`src/dclim_pkg.sv`:
```
// shared constants for the dual channel limit alert block
package dclim_pkg;
  // register word indices as printed; byte address is four times the index
  localparam logic [3:0] IDX_FLAGS = 4'h3;
  localparam logic [3:0] IDX_LOWER = 4'h4;
  localparam logic [3:0] IDX_UPPER = 4'h5;
  localparam logic [3:0] IDX_CTRL = 4'h2;
  localparam logic [3:0] IDX_IRQ_MASK = 4'h6;
  localparam logic [11:0] ADDR_FLAGS = {6'h00, IDX_FLAGS, 2'h0};
  localparam logic [11:0] ADDR_LOWER = {6'h00, IDX_LOWER, 2'h0};
  localparam logic [11:0] ADDR_UPPER = {6'h00, IDX_UPPER, 2'h0};
  localparam logic [11:0] ADDR_CTRL = {6'h00, IDX_CTRL, 2'h0};
  localparam logic [11:0] ADDR_IRQ_MASK = {6'h00, IDX_IRQ_MASK, 2'h0};
  // flag bit positions
  localparam int BIT_A_UNDER = 0;
  localparam int BIT_A_OVER = 1;
  localparam int BIT_B_UNDER = 4;
  localparam int BIT_B_OVER = 5;
  localparam logic [15:0] FLAG_MASK = 16'h0033;
  // reset values
  localparam logic [15:0] LOWER_RESET = 16'h0800;
  localparam logic [15:0] UPPER_RESET = 16'h07ff;
  localparam logic [15:0] MASK_RESET = 16'h0000;
  // threshold widening
  localparam logic [3:0] LOWER_FILL = 4'h0;
  localparam logic [3:0] UPPER_FILL = 4'hf;
  localparam logic [7:0] SOFT_RESET_CODE = 8'h3c;
endpackage

```
`src/dclim_compare.sv`:
```
// per-channel limit comparator producing one-cycle over and under events
`timescale 1ns/1ps
`default_nettype none
module dclim_compare #(
  parameter int WIDTH = 16
) (
  input wire logic pclk,
  input wire logic presetn,
  input wire logic valid,
  input wire logic [WIDTH-1:0] result,
  input wire logic [WIDTH-1:0] low_thr,
  input wire logic [WIDTH-1:0] high_thr,
  output logic under_evt,
  output logic over_evt
);
  if (WIDTH != 16)
  begin : g_bad_width
    $error("dclim_compare: width must be 16");
  end
  logic next_under;
  logic next_over;
  always_comb
  begin
    next_under = valid && (result < low_thr);
    next_over = valid && (result > high_thr);
  end
  always_ff @(posedge pclk or negedge presetn)
  begin
    if (!presetn)
    begin
      under_evt <= 1'b0;
      over_evt <= 1'b0;
    end
    else
    begin
      under_evt <= next_under;
      over_evt <= next_over;
    end
  end
  property p_under_cause;
    @(posedge pclk) disable iff (!presetn)
    under_evt |-> $past(valid) && ($past(result) < $past(low_thr));
  endproperty
  a_under_cause: assert property (p_under_cause)
    else $error("under event without low crossing");
  property p_over_cause;
    @(posedge pclk) disable iff (!presetn)
    over_evt |-> $past(valid) && ($past(result) > $past(high_thr));
  endproperty
  a_over_cause: assert property (p_over_cause)
    else $error("over event without high crossing");
endmodule // dclim_compare
`default_nettype wire

```
`src/dclim_top.sv`:
```
// apb register bank and sticky alert flags for two conversion channels
//
// Chosen here: the APB slave port.
`timescale 1ns/1ps
`default_nettype none
//
// Function
// - channel B result above high threshold sets channel B over flag.
// - channel B result below low threshold sets channel B under flag.
// - channel A result above high threshold sets channel A over flag.
// - channel A result below low threshold sets channel A under flag.
// - flags stay set until the flag register is read or the soft reset code is written, either of which clears them.
// - low field fills threshold bits 15..4, low nibble zero.
// - under alert when result below low threshold, none above it.
// - high field fills threshold bits 15..4, low nibble all ones.
// - over alert when result above high threshold, none below it.
// - lower limit register resets to 0x0800.
// - upper limit register resets to 0x07ff.
// - top nibble of threshold registers is written and read back.
// - soft reset code clears all flags, keeps threshold contents.
module dclim_top #(
  parameter int RES_WIDTH = 16
) (
  input wire logic pclk,
  input wire logic presetn,
  input wire logic psel,
  input wire logic penable,
  input wire logic pwrite,
  input wire logic [11:0] paddr,
  input wire logic [31:0] pwdata,
  output logic [31:0] prdata,
  output logic pready,
  output logic pslverr,
  input wire logic a_valid,
  input wire logic [RES_WIDTH-1:0] a_result,
  input wire logic b_valid,
  input wire logic [RES_WIDTH-1:0] b_result,
  output logic irq
);
  if (RES_WIDTH != 16)
  begin : g_bad_width
    $error("dclim_top: result width must be 16");
  end

  logic [15:0] lower_limit;
  logic [15:0] upper_limit;
  logic [15:0] irq_mask;
  logic chan_a_under_flag;
  logic chan_a_over_flag;
  logic chan_b_under_flag;
  logic chan_b_over_flag;
  logic [15:0] low_thr;
  logic [15:0] high_thr;
  logic a_under_evt;
  logic a_over_evt;
  logic b_under_evt;
  logic b_over_evt;

  always_comb
  begin
    low_thr = {lower_limit[11:0], dclim_pkg::LOWER_FILL};
    high_thr = {upper_limit[11:0], dclim_pkg::UPPER_FILL};
  end

  dclim_compare #(.WIDTH(RES_WIDTH)) u_cmp_a (
    .pclk(pclk),
    .presetn(presetn),
    .valid(a_valid),
    .result(a_result),
    .low_thr(low_thr),
    .high_thr(high_thr),
    .under_evt(a_under_evt),
    .over_evt(a_over_evt)
  );
  dclim_compare #(.WIDTH(RES_WIDTH)) u_cmp_b (
    .pclk(pclk),
    .presetn(presetn),
    .valid(b_valid),
    .result(b_result),
    .low_thr(low_thr),
    .high_thr(high_thr),
    .under_evt(b_under_evt),
    .over_evt(b_over_evt)
  );

  // apb decode; zero wait states, access phase answered at once
  logic acc;
  logic wr;
  logic rd;
  logic hit;
  logic [15:0] flag_word;
  logic [15:0] rd_word;
  always_comb
  begin
    acc = psel && penable;
    wr = acc && pwrite;
    rd = acc && !pwrite;
    hit = (paddr == dclim_pkg::ADDR_FLAGS) || (paddr == dclim_pkg::ADDR_LOWER) ||
          (paddr == dclim_pkg::ADDR_UPPER) || (paddr == dclim_pkg::ADDR_CTRL) ||
          (paddr == dclim_pkg::ADDR_IRQ_MASK);
    flag_word = 16'h0000;
    flag_word[dclim_pkg::BIT_A_UNDER] = chan_a_under_flag;
    flag_word[dclim_pkg::BIT_A_OVER] = chan_a_over_flag;
    flag_word[dclim_pkg::BIT_B_UNDER] = chan_b_under_flag;
    flag_word[dclim_pkg::BIT_B_OVER] = chan_b_over_flag;
    flag_word[15:12] = dclim_pkg::IDX_FLAGS;
    case (paddr)
      dclim_pkg::ADDR_FLAGS: rd_word = flag_word;
      dclim_pkg::ADDR_LOWER: rd_word = lower_limit;
      dclim_pkg::ADDR_UPPER: rd_word = upper_limit;
      dclim_pkg::ADDR_IRQ_MASK: rd_word = irq_mask;
      default: rd_word = 16'h0000;
    endcase
  end

  // register writes
  logic [15:0] next_lower;
  logic [15:0] next_upper;
  logic [15:0] next_mask;
  logic soft_clr;
  always_comb
  begin
    next_lower = lower_limit;
    next_upper = upper_limit;
    next_mask = irq_mask;
    soft_clr = wr && (paddr == dclim_pkg::ADDR_CTRL) &&
               (pwdata[7:0] == dclim_pkg::SOFT_RESET_CODE);
    if (wr && (paddr == dclim_pkg::ADDR_LOWER))
      next_lower = pwdata[15:0];
    if (wr && (paddr == dclim_pkg::ADDR_UPPER))
      next_upper = pwdata[15:0];
    if (wr && (paddr == dclim_pkg::ADDR_IRQ_MASK))
      next_mask = pwdata[15:0] & dclim_pkg::FLAG_MASK;
  end
  always_ff @(posedge pclk or negedge presetn)
  begin
    if (!presetn)
    begin
      lower_limit <= dclim_pkg::LOWER_RESET;
      upper_limit <= dclim_pkg::UPPER_RESET;
      irq_mask <= dclim_pkg::MASK_RESET;
    end
    else
    begin
      lower_limit <= next_lower;
      upper_limit <= next_upper;
      irq_mask <= next_mask;
    end
  end

  // sticky flags: a new event in the clearing cycle wins over the clear
  logic flag_rd;
  logic next_a_under;
  logic next_a_over;
  logic next_b_under;
  logic next_b_over;
  always_comb
  begin
    flag_rd = (rd && (paddr == dclim_pkg::ADDR_FLAGS)) || soft_clr;
    next_a_under = a_under_evt || (chan_a_under_flag && !flag_rd);
    next_a_over = a_over_evt || (chan_a_over_flag && !flag_rd);
    next_b_under = b_under_evt || (chan_b_under_flag && !flag_rd);
    next_b_over = b_over_evt || (chan_b_over_flag && !flag_rd);
  end
  always_ff @(posedge pclk or negedge presetn)
  begin
    if (!presetn)
    begin
      chan_a_under_flag <= 1'b0;
      chan_a_over_flag <= 1'b0;
      chan_b_under_flag <= 1'b0;
      chan_b_over_flag <= 1'b0;
    end
    else
    begin
      chan_a_under_flag <= next_a_under;
      chan_a_over_flag <= next_a_over;
      chan_b_under_flag <= next_b_under;
      chan_b_over_flag <= next_b_over;
    end
  end

  // bus answer and interrupt, all registered
  logic [31:0] next_prdata;
  logic next_pready;
  logic next_pslverr;
  logic next_irq;
  always_comb
  begin
    // answer lands in the cycle after setup, so access phase sees pready high
    next_pready = psel && !penable;
    next_pslverr = psel && !penable && !hit;
    next_prdata = (psel && !penable && !pwrite) ? {16'h0000, rd_word} : prdata;
    next_irq = |(flag_word & irq_mask & dclim_pkg::FLAG_MASK);
  end
  always_ff @(posedge pclk or negedge presetn)
  begin
    if (!presetn)
    begin
      prdata <= 32'h00000000;
      pready <= 1'b0;
      pslverr <= 1'b0;
      irq <= 1'b0;
    end
    else
    begin
      prdata <= next_prdata;
      pready <= next_pready;
      pslverr <= next_pslverr;
      irq <= next_irq;
    end
  end

  // checks
  property p_b_over;
    @(posedge pclk) disable iff (!presetn)
    (b_valid && b_result > high_thr) |-> ##2 chan_b_over_flag;
  endproperty
  a_b_over: assert property (p_b_over) else $error("b over flag missed");
  property p_b_under;
    @(posedge pclk) disable iff (!presetn)
    (b_valid && b_result < low_thr) |-> ##2 chan_b_under_flag;
  endproperty
  a_b_under: assert property (p_b_under) else $error("b under flag missed");
  property p_a_over;
    @(posedge pclk) disable iff (!presetn)
    (a_valid && a_result > high_thr) |-> ##2 chan_a_over_flag;
  endproperty
  a_a_over: assert property (p_a_over) else $error("a over flag missed");
  property p_a_under;
    @(posedge pclk) disable iff (!presetn)
    (a_valid && a_result < low_thr) |-> ##2 chan_a_under_flag;
  endproperty
  a_a_under: assert property (p_a_under) else $error("a under flag missed");
  property p_sticky;
    @(posedge pclk) disable iff (!presetn)
    ($past(chan_a_over_flag) && !chan_a_over_flag) |-> $past(flag_rd);
  endproperty
  a_sticky: assert property (p_sticky) else $error("flag dropped without read");
  property p_low_fill;
    @(posedge pclk) disable iff (!presetn)
    low_thr[3:0] == 4'h0 && low_thr[15:4] == lower_limit[11:0];
  endproperty
  a_low_fill: assert property (p_low_fill) else $error("low threshold widening wrong");
  property p_high_fill;
    @(posedge pclk) disable iff (!presetn)
    high_thr[3:0] == 4'hf && high_thr[15:4] == upper_limit[11:0];
  endproperty
  a_high_fill: assert property (p_high_fill) else $error("high threshold widening wrong");
  property p_rdback;
    @(posedge pclk) disable iff (!presetn)
    (psel && !penable && !pwrite && paddr == dclim_pkg::ADDR_UPPER)
      |=> prdata[15:0] == $past(upper_limit);
  endproperty
  a_rdback: assert property (p_rdback) else $error("upper limit readback wrong");
  property p_soft;
    @(posedge pclk) disable iff (!presetn)
    soft_clr |=> $stable(lower_limit) && $stable(upper_limit);
  endproperty
  a_soft: assert property (p_soft) else $error("soft reset touched limits");
  property p_no_cross;
    @(posedge pclk) disable iff (!presetn)
    ($rose(chan_a_over_flag) || $rose(chan_a_under_flag)) |-> $past(a_valid, 2);
  endproperty
  a_no_cross: assert property (p_no_cross) else $error("a flag set with no a result");
  property p_b_no_cross;
    @(posedge pclk) disable iff (!presetn)
    ($rose(chan_b_over_flag) || $rose(chan_b_under_flag)) |-> $past(b_valid, 2);
  endproperty
  a_b_no_cross: assert property (p_b_no_cross) else $error("b flag set with no b result");
  property p_rd_clear;
    @(posedge pclk) disable iff (!presetn)
    (rd && paddr == dclim_pkg::ADDR_FLAGS && !a_over_evt) |=> !chan_a_over_flag;
  endproperty
  a_rd_clear: assert property (p_rd_clear) else $error("a over flag kept after read");
  property p_soft_clr;
    @(posedge pclk) disable iff (!presetn)
    (soft_clr && !b_under_evt) |=> !chan_b_under_flag;
  endproperty
  a_soft_clr: assert property (p_soft_clr) else $error("b under flag kept after soft reset");
  property p_irq_on;
    @(posedge pclk) disable iff (!presetn)
    (|(flag_word & irq_mask)) |=> irq;
  endproperty
  a_irq_on: assert property (p_irq_on) else $error("interrupt missing for unmasked flag");
  property p_irq_off;
    @(posedge pclk) disable iff (!presetn)
    !(|(flag_word & irq_mask)) |=> !irq;
  endproperty
  a_irq_off: assert property (p_irq_off) else $error("interrupt raised with no unmasked flag");
  property p_ready_pulse;
    @(posedge pclk) disable iff (!presetn)
    pready |=> !pready;
  endproperty
  a_ready_pulse: assert property (p_ready_pulse) else $error("ready held longer than one cycle");
  property p_err_ready;
    @(posedge pclk) disable iff (!presetn)
    pslverr |-> pready;
  endproperty
  a_err_ready: assert property (p_err_ready) else $error("error response without ready");
  c_b_over: cover property (@(posedge pclk) disable iff (!presetn) chan_b_over_flag);
  c_a_under: cover property (@(posedge pclk) disable iff (!presetn) chan_a_under_flag);
  c_clear: cover property (@(posedge pclk) disable iff (!presetn)
    chan_a_over_flag ##1 !chan_a_over_flag);
  c_irq: cover property (@(posedge pclk) disable iff (!presetn) irq);
endmodule // dclim_top
`default_nettype wire

```
`config.mk`:
```
export PLATFORM = sky130hd
export DESIGN_NAME = dclim_top
export DESIGN_NICKNAME = d
export VERILOG_FILES = /design/src/dclim_pkg.sv /design/src/dclim_compare.sv /design/src/dclim_top.sv
export SDC_FILE = /design/constraint.sdc
export NUM_CORES = 1
export LEC_CHECK = 0
export ABC_AREA = 1
export BUFFER_PORTS_ARGS = -buffer_cell sky130_fd_sc_hd__buf_2
export CORE_ASPECT_RATIO = 1.5
export CORE_MARGIN = 3
export CORE_UTILIZATION = 35
export DETAILED_ROUTE_END_ITERATION = 16
export PLACE_DENSITY = 0.63
export SLEW_MARGIN = 10
export SYNTH_ARGS = -nofsm -noshare
export SYNTH_HDL_FRONTEND = slang
export SYNTH_SLANG_ARGS = --single-unit
```
`constraint.sdc`:
```
create_clock -name pclk -period 4.15 [get_ports pclk]
set_input_delay 0.415 -clock pclk [delete_from_list [all_inputs] [get_ports pclk]]
set_output_delay 0.415 -clock pclk [all_outputs]
set_load 0.005 [all_outputs]
```
==> results of run 1 <==
==> routing by layer <==
layer	GRT usage, %	wire, um
met1	19.2	4180
met2	32.3	6100
met3	2.99	457
met4	5.55	244
met5	0	0
==> power by group through the flow <==
stage	clock (uW)	sequential, uW	combinational (uW)
after global placement	0	631	142
final	796	621	146
after global routing	842	621	169
after floorplan	0	631	83.0
after CTS	806	621	149
after detailed placement	0	631	148
==> sequential cells by signal, indices dropped and copies added, names as in the netlist <==
name / count
lower_limit: 16
prdata: 16
upper_limit: 16
irq_mask: 4
chan_a_over_flag: 1
chan_a_under_flag: 1
chan_b_over_flag: 1
chan_b_under_flag: 1
irq: 1
pready: 1
pslverr: 1
u_cmp_a.over_evt: 1
u_cmp_a.under_evt: 1
u_cmp_b.over_evt: 1
u_cmp_b.under_evt: 1
==> area by class of cell <==
class	instances	area [um^2]	share of cell area (%)
Clock inverter	4	70.1	1.42
Tap cell	150	188	3.80
Multi-Input combinational cell	381	2170	44.0
Timing Repair Buffer	86	433	8.77
Inverter	62	234	4.74
Clock buffer	12	246	4.99
Sequential cell	63	1590	32.2
==> per-stage QoR <==
| step | setup WS (ps) | std cells | utilization [%] | total power (uW) | hold slack [ps] |
|---|---|---|---|---|---|
| floorplan | 2700 | 532 | - | 714 | 119 |
| global placement | 2150 | 742 | 40.1 | 774 | 420 |
| detailed placement | 2110 | 742 | 40.1 | 779 | 423 |
| CTS | 2390 | 758 | 42.8 | 1580 | 127 |
| global route | 2280 | 758 | 42.8 | 1630 | 145 |
| finish | 2410 | 758 | 42.8 | 1560 | 103 |
==> worst paths after layout <==
check                                            start                          end  slack (ps)  depth (start not counted)
min in group pclk                              penable             pready$_DFF_PN0_         290                          2
min reg2reg                u_cmp_b.under_evt$_DFF_PN0_  chan_b_under_flag$_DFF_PN0_         430                          2
max reg2reg                 upper_limit[7]$_DFFE_PN1P_   u_cmp_a.over_evt$_DFF_PN0_        2410                          7
max in group asynchronous                      presetn  upper_limit[10]$_DFFE_PN1P_        3090                          2
min                                            presetn       prdata[12]$_DFFE_PN0P_         100                          1
max                         upper_limit[7]$_DFFE_PN1P_   u_cmp_a.over_evt$_DFF_PN0_        2410                          7
==> kinds of logic after synthesis <==
kind of cell             synth area share (%)
flip-flops                               38.5
buffers and inverters                    10.3
AO/OA/AOI/OAI                            12.0
other                                  0.0907
adder cells (fa/ha/maj)                  13.9
AND/OR/NAND/NOR                          25.1
==> cell usage in the layout, fill, tap and decap left out, drive strengths merged, types with 7 or more instances in the layout <==
| cell type | Yosys | final |
|---|---|---|
| nor2 | 51 | 51 |
| inv | 61 | 61 |
| nand2 | 137 | 137 |
| a21oi | 18 | 18 |
| clkbuf | 2 | 12 |
| conb | 1 | 16 |
| o21ai | 58 | 58 |
| buf | 24 | 86 |
| nand3 | 32 | 32 |
| dfrtp | 51 | 51 |
| dfstp | 12 | 12 |
| nand4 | 7 | 7 |
| ha | 46 | 46 |
==> worst max-delay path, stage by stage, from the launching register on <==
cell	delay [ps]
sky130_fd_sc_hd__dfstp_2	530
sky130_fd_sc_hd__inv_1	70
sky130_fd_sc_hd__ha_1	300
sky130_fd_sc_hd__nand2_1	80
sky130_fd_sc_hd__nor2_1	240
sky130_fd_sc_hd__nand2_1	90
sky130_fd_sc_hd__o31ai_1	200
sky130_fd_sc_hd__nor2_1	110
==> flow_summary.json, run 1 <==
{
  "power_density_nw_per_um2": 317,
  "grt_start_max_net_pins": 38,
  "slew_headroom_pct": 58.3,
  "synth-warning-count": 0,
  "antenna_found_initial": 0,
  "fillerInstances": 1190,
  "tritoncts_clock_tree": "yes",
  "synth.avg_cell_area_um2": 8.00,
  "switchingPower_uw": 347,
  "synth_cells": 517,
  "share_of_total_power_in_sequential_cells_pct": 39.7,
  "ctsRootBufferMaster": "sky130_fd_sc_hd__clkbuf_16",
  "synth_top_cell_by_area": "sky130_fd_sc_hd__dfrtp_1",
  "drt-wirelength-per-cell_um": 14.5,
  "first_pass_iters": 4,
  "area_growth_syn_to_layout_pct": 19.3,
  "path_clk_slew_ps": 50,
  "core_um2": 11500,
  "drc_errors": 0,
  "rows": 48,
  "cts.repair.resized": 0,
  "hold_viol": 0,
  "first_pass_grt_wire_length_um": 17600,
  "cp_data_arrival_time_ps": 1930,
  "insertion_delay_ps": 320,
  "clock_tree.htree_level_count": 3,
  "number_of_flops_mapped_to_enable_cells_by_yosys": 0,
  "synth_common_cells": "sky130_fd_sc_hd__nand2_1, sky130_fd_sc_hd__inv_1, sky130_fd_sc_hd__dfrtp_1, sky130_fd_sc_hd__ha_1, sky130_fd_sc_hd__nor2_1",
  "grt_use_total_pct": 17.3,
  "n_antenna_cell": 0,
  "minimum_clock_period_after_layout_ps": 1740,
  "synth_seq_cells": 63,
  "rsz_0062_raised_after_global_routing": "false",
  "cts.sinks": 63,
  "synth-seq-area-share_pct": 38.5,
  "routed_wirelength_um": 11000,
  "io-pin-count": 118,
  "yosysUniqueCellTypes": 33,
  "die_h_um": 139,
  "vias": 3601,
  "worst-path-max-fanout": 3,
  "ir_drop_uv": 190,
  "drt_first_iter_violations": 128,
  "final.setup_skew_ps": 7.72,
  "die_area_um2": 13200,
  "cts_post_setup_buffers_inserted": 0,
  "power.leakage_uw": 0.00254,
  "initial_utilization_pct": 35.9,
  "criticalPathCategory": "flip-flop to flip-flop",
  "cts_max_path_buffers": 2,
  "critical_path_required_ps": 4340,
  "clock_power_share_pct": 50.9,
  "post_synth_instance_area_um2": 4140,
  "cp-start-kind": "flip-flop",
  "detailed_place.area_um2": 4620,
  "swShare_pct": 22.2,
  "run_status": "finished, final reports clean",
  "number_of_global_route_vias_before_repair": 3671,
  "place_congestion": 0.848,
  "routed_via_density": 4.75,
  "post-dp-hpwl_um": 8810,
  "cell_internal_pwr_uw": 1220,
  "endpoint_kind": "flip-flop",
  "maximum_clock_frequency_mhz": 575,
  "overflow": 0,
  "fin_nets": 732,
  "comb_power_share_pct": 9.4,
  "setup_violations": 0,
  "route.antenna.remaining_nets": 0,
  "synth_top_area_share_pct": 30.9,
  "setup-tns-final_ps": 0,
  "tightestPinTransition_ps": 625,
  "synth-main-ff-cell": "sky130_fd_sc_hd__dfrtp_1",
  "fin_area_um2": 4940,
  "async_flop_share_pct": 100,
  "cts_buffers": 9,
  "finalMaxSlewViolations": 0,
  "ctsHoldBuffers": 0,
  "hold_removal_path_class": "input pin to asynchronous set/reset pin",
  "synthMostInstantiatedCell": "sky130_fd_sc_hd__nand2_1",
  "die_width_um": 94.8,
  "port-buffer-count": 85,
  "drive_gt1_share_pct": 23.7,
  "synth_top_cells_by_area": "sky130_fd_sc_hd__dfrtp_1, sky130_fd_sc_hd__ha_1, sky130_fd_sc_hd__nand2_1",
  "maxCapViolCount": 0,
  "timing.final.crit_share_pct": 41.9
}
(Power assumes the default switching activity.)
==> run 2, diff against run 1 <==
--- a/config.mk
+++ b/config.mk
@@ -11,7 +11,7 @@
 export CORE_MARGIN = 3
 export CORE_UTILIZATION = 35
 export DETAILED_ROUTE_END_ITERATION = 16
-export PLACE_DENSITY = 0.63
+export PLACE_DENSITY = 0.66
 export SLEW_MARGIN = 10
 export SYNTH_ARGS = -nofsm -noshare
 export SYNTH_HDL_FRONTEND = slang
==> constraint.sdc (replaced) <==
create_clock -name pclk -period 1.58 [get_ports pclk]
set_input_delay 0.158 -clock pclk [delete_from_list [all_inputs] [get_ports pclk]]
set_output_delay 0.158 -clock pclk [all_outputs]
set_load 0.005 [all_outputs]
==> flow_summary.json, run 2 (same netlist as run 1, synthesis figures left out) <==
{
  "run_status": "finished, final reports clean",
  "clock_power_share_pct": 51.7,
  "core_um2": 11500,
  "cts.sinks": 63,
  "drive_gt1_share_pct": 28.4,
  "criticalPathCategory": "flip-flop to flip-flop",
  "port-buffer-count": 85,
  "vias": 3659,
  "power.leakage_uw": 0.00266,
  "cp-start-kind": "flip-flop",
  "grt_use_total_pct": 17.8,
  "number_of_global_route_vias_before_repair": 3760,
  "setup_violations": 0,
  "reg.largest.list": "lower_limit: 16 flops, prdata: 16 flops, upper_limit: 16 flops",
  "hold_removal_path_class": "input pin to flip-flop",
  "fillerInstances": 1144,
  "finalMaxSlewViolations": 0,
  "cell_internal_pwr_uw": 3310,
  "timing.final.crit_share_pct": 97.8,
  "cts_max_path_buffers": 2,
  "n_antenna_cell": 0,
  "first_pass_grt_wire_length_um": 18000,
  "path_clk_slew_ps": 50,
  "first_pass_iters": 4,
  "cts_post_setup_buffers_inserted": 0,
  "worst-path-max-fanout": 2,
  "place_congestion": 0.887,
  "route.antenna.remaining_nets": 0,
  "rr_startpoint": "upper_limit[5]$_DFFE_PN1P_",
  "maximum_clock_frequency_mhz": 647,
  "hold_path_startpoint": "penable",
  "ir_drop_uv": 820,
  "critical_path_required_ps": 1790,
  "fin_area_um2": 5200,
  "mostFrequentLayoutCell": "sky130_fd_sc_hd__nand2_1",
  "rsz_0062_raised_after_global_routing": "true",
  "swShare_pct": 22.3,
  "post-dp-hpwl_um": 9020,
  "utilization_pct": 45.1,
  "critPathLaunch": "upper_limit[5]$_DFFE_PN1P_",
  "final.setup_skew_ps": 5.09,
  "endpoint_kind": "flip-flop",
  "drc_errors": 0,
  "switchingPower_uw": 950,
  "tritoncts_clock_tree": "yes",
  "grt_start_max_net_pins": 33,
  "drt-wirelength-per-cell_um": 14.4,
  "fin_nets": 751,
  "cp_data_arrival_time_ps": 1760,
  "die_h_um": 139,
  "comb_power_share_pct": 10.0,
  "hold_viol": 0,
  "clock_tree.htree_level_count": 3,
  "routed_wirelength_um": 11200,
  "insertion_delay_ps": 330,
  "overflow": 0,
  "die_width_um": 94.8,
  "top_library_cells_by_usage_in_the_layout_fill_and_taps_aside": "sky130_fd_sc_hd__nand2_1, sky130_fd_sc_hd__buf_2, sky130_fd_sc_hd__inv_1",
  "rows": 48,
  "initial_utilization_pct": 35.9,
  "minimum_clock_period_after_layout_ps": 1540,
  "ctsRootBufferMaster": "sky130_fd_sc_hd__clkbuf_16",
  "routed_via_density": 4.71,
  "detailed_place.area_um2": 4780,
  "drt_first_iter_violations": 128,
  "io-pin-count": 118,
  "share_of_total_power_in_sequential_cells_pct": 38.3,
  "die_area_um2": 13200,
  "area_growth_syn_to_layout_pct": 25.7,
  "tightestPinTransition_ps": 608,
  "cts_buffers": 9,
  "maxCapViolCount": 0,
  "power_density_nw_per_um2": 819,
  "antenna_found_initial": 0,
  "slew_headroom_pct": 59.5
}
run 2: cell count changes in the layout (fill, tap and decap cells not counted), sizes merged:
cell / delta
buf: +18
clkbuf: +1
clkinv: -1
dlygate4sd3: +1
run 2: repair_timing:
action / in CTS / in global routing
hold endpoints to repair: 13 / 0
resized for setup: 5 / 15
hold buffers: 1 / 0
setup endpoints to repair: 2 / 4
pin swaps: 1 / 3
run 2: through the flow:
step	setup WS, ps	setup TNS, ps	hold slack (ps)	power, uW	instances
CTS	7.83	0	15.0	4300	777
floorplan	130	0	-138	1880	532
detailed placement	-47.3	-48.1	202	2070	760
global route	-55.3	-143	31.6	4460	777
finish	35.1	0	29.4	4260	777
global placement	-34.5	-34.5	198	2060	760
run 2: worst paths after layout:
kind	depth (start not counted)	endpoint	slack (ps)
worst max-delay path	8	u_cmp_a.over_evt$_DFF_PN0_	40
worst min register to register	2	prdata[13]$_DFFE_PN0P_	470
worst min-delay path	2	pready$_DFF_PN0_	30
min in group asynchronous	2	lower_limit[5]$_DFFE_PN0P_	390
worst max register to register	8	u_cmp_a.over_evt$_DFF_PN0_	40
max in group asynchronous	3	upper_limit[2]$_DFFE_PN1P_	580
run 2: critical path, cell delays in order (launching register included):
cell and delay (ps):
sky130_fd_sc_hd__dfstp_2 520, sky130_fd_sc_hd__inv_1 60, sky130_fd_sc_hd__ha_1 280, sky130_fd_sc_hd__a21oi_1 160, sky130_fd_sc_hd__o21ai_1 120, sky130_fd_sc_hd__nand2_1 80, sky130_fd_sc_hd__nand2_1 50, sky130_fd_sc_hd__nor2_1 100
sky130_fd_sc_hd__nor2_1 50
run 2: layout make-up:
class | count | area (um^2) | share of cell area [%]
Tap cell | 150 | 188 | 3.61
Multi-Input combinational cell | 381 | 2250 | 43.3
Clock buffer | 13 | 270 | 5.20
Timing Repair Buffer | 105 | 603 | 11.6
Sequential cell | 63 | 1590 | 30.6
Inverter | 62 | 234 | 4.50
Clock inverter | 3 | 65.1 | 1.25
run 2: per-layer routing:
layer / up-vias / track usage (%) / wire length, um
met4: 0 / 8.59 / 404
met3: 25 / 3.80 / 465
li1: 1861 / - / -
met2: 90 / 32.1 / 6070
met1: 1683 / 19.1 / 4240
met5: - / 0 / 0
run 2: power by group through the flow:
| stage | combinational (uW) | clock (uW) | sequential, uW |
|---|---|---|---|
| global placement | 400 | 0 | 1660 |
| detailed placement | 410 | 0 | 1660 |
| finish | 426 | 2200 | 1630 |
| CTS | 417 | 2260 | 1630 |
| floorplan | 218 | 0 | 1660 |
| global route | 487 | 2340 | 1630 |
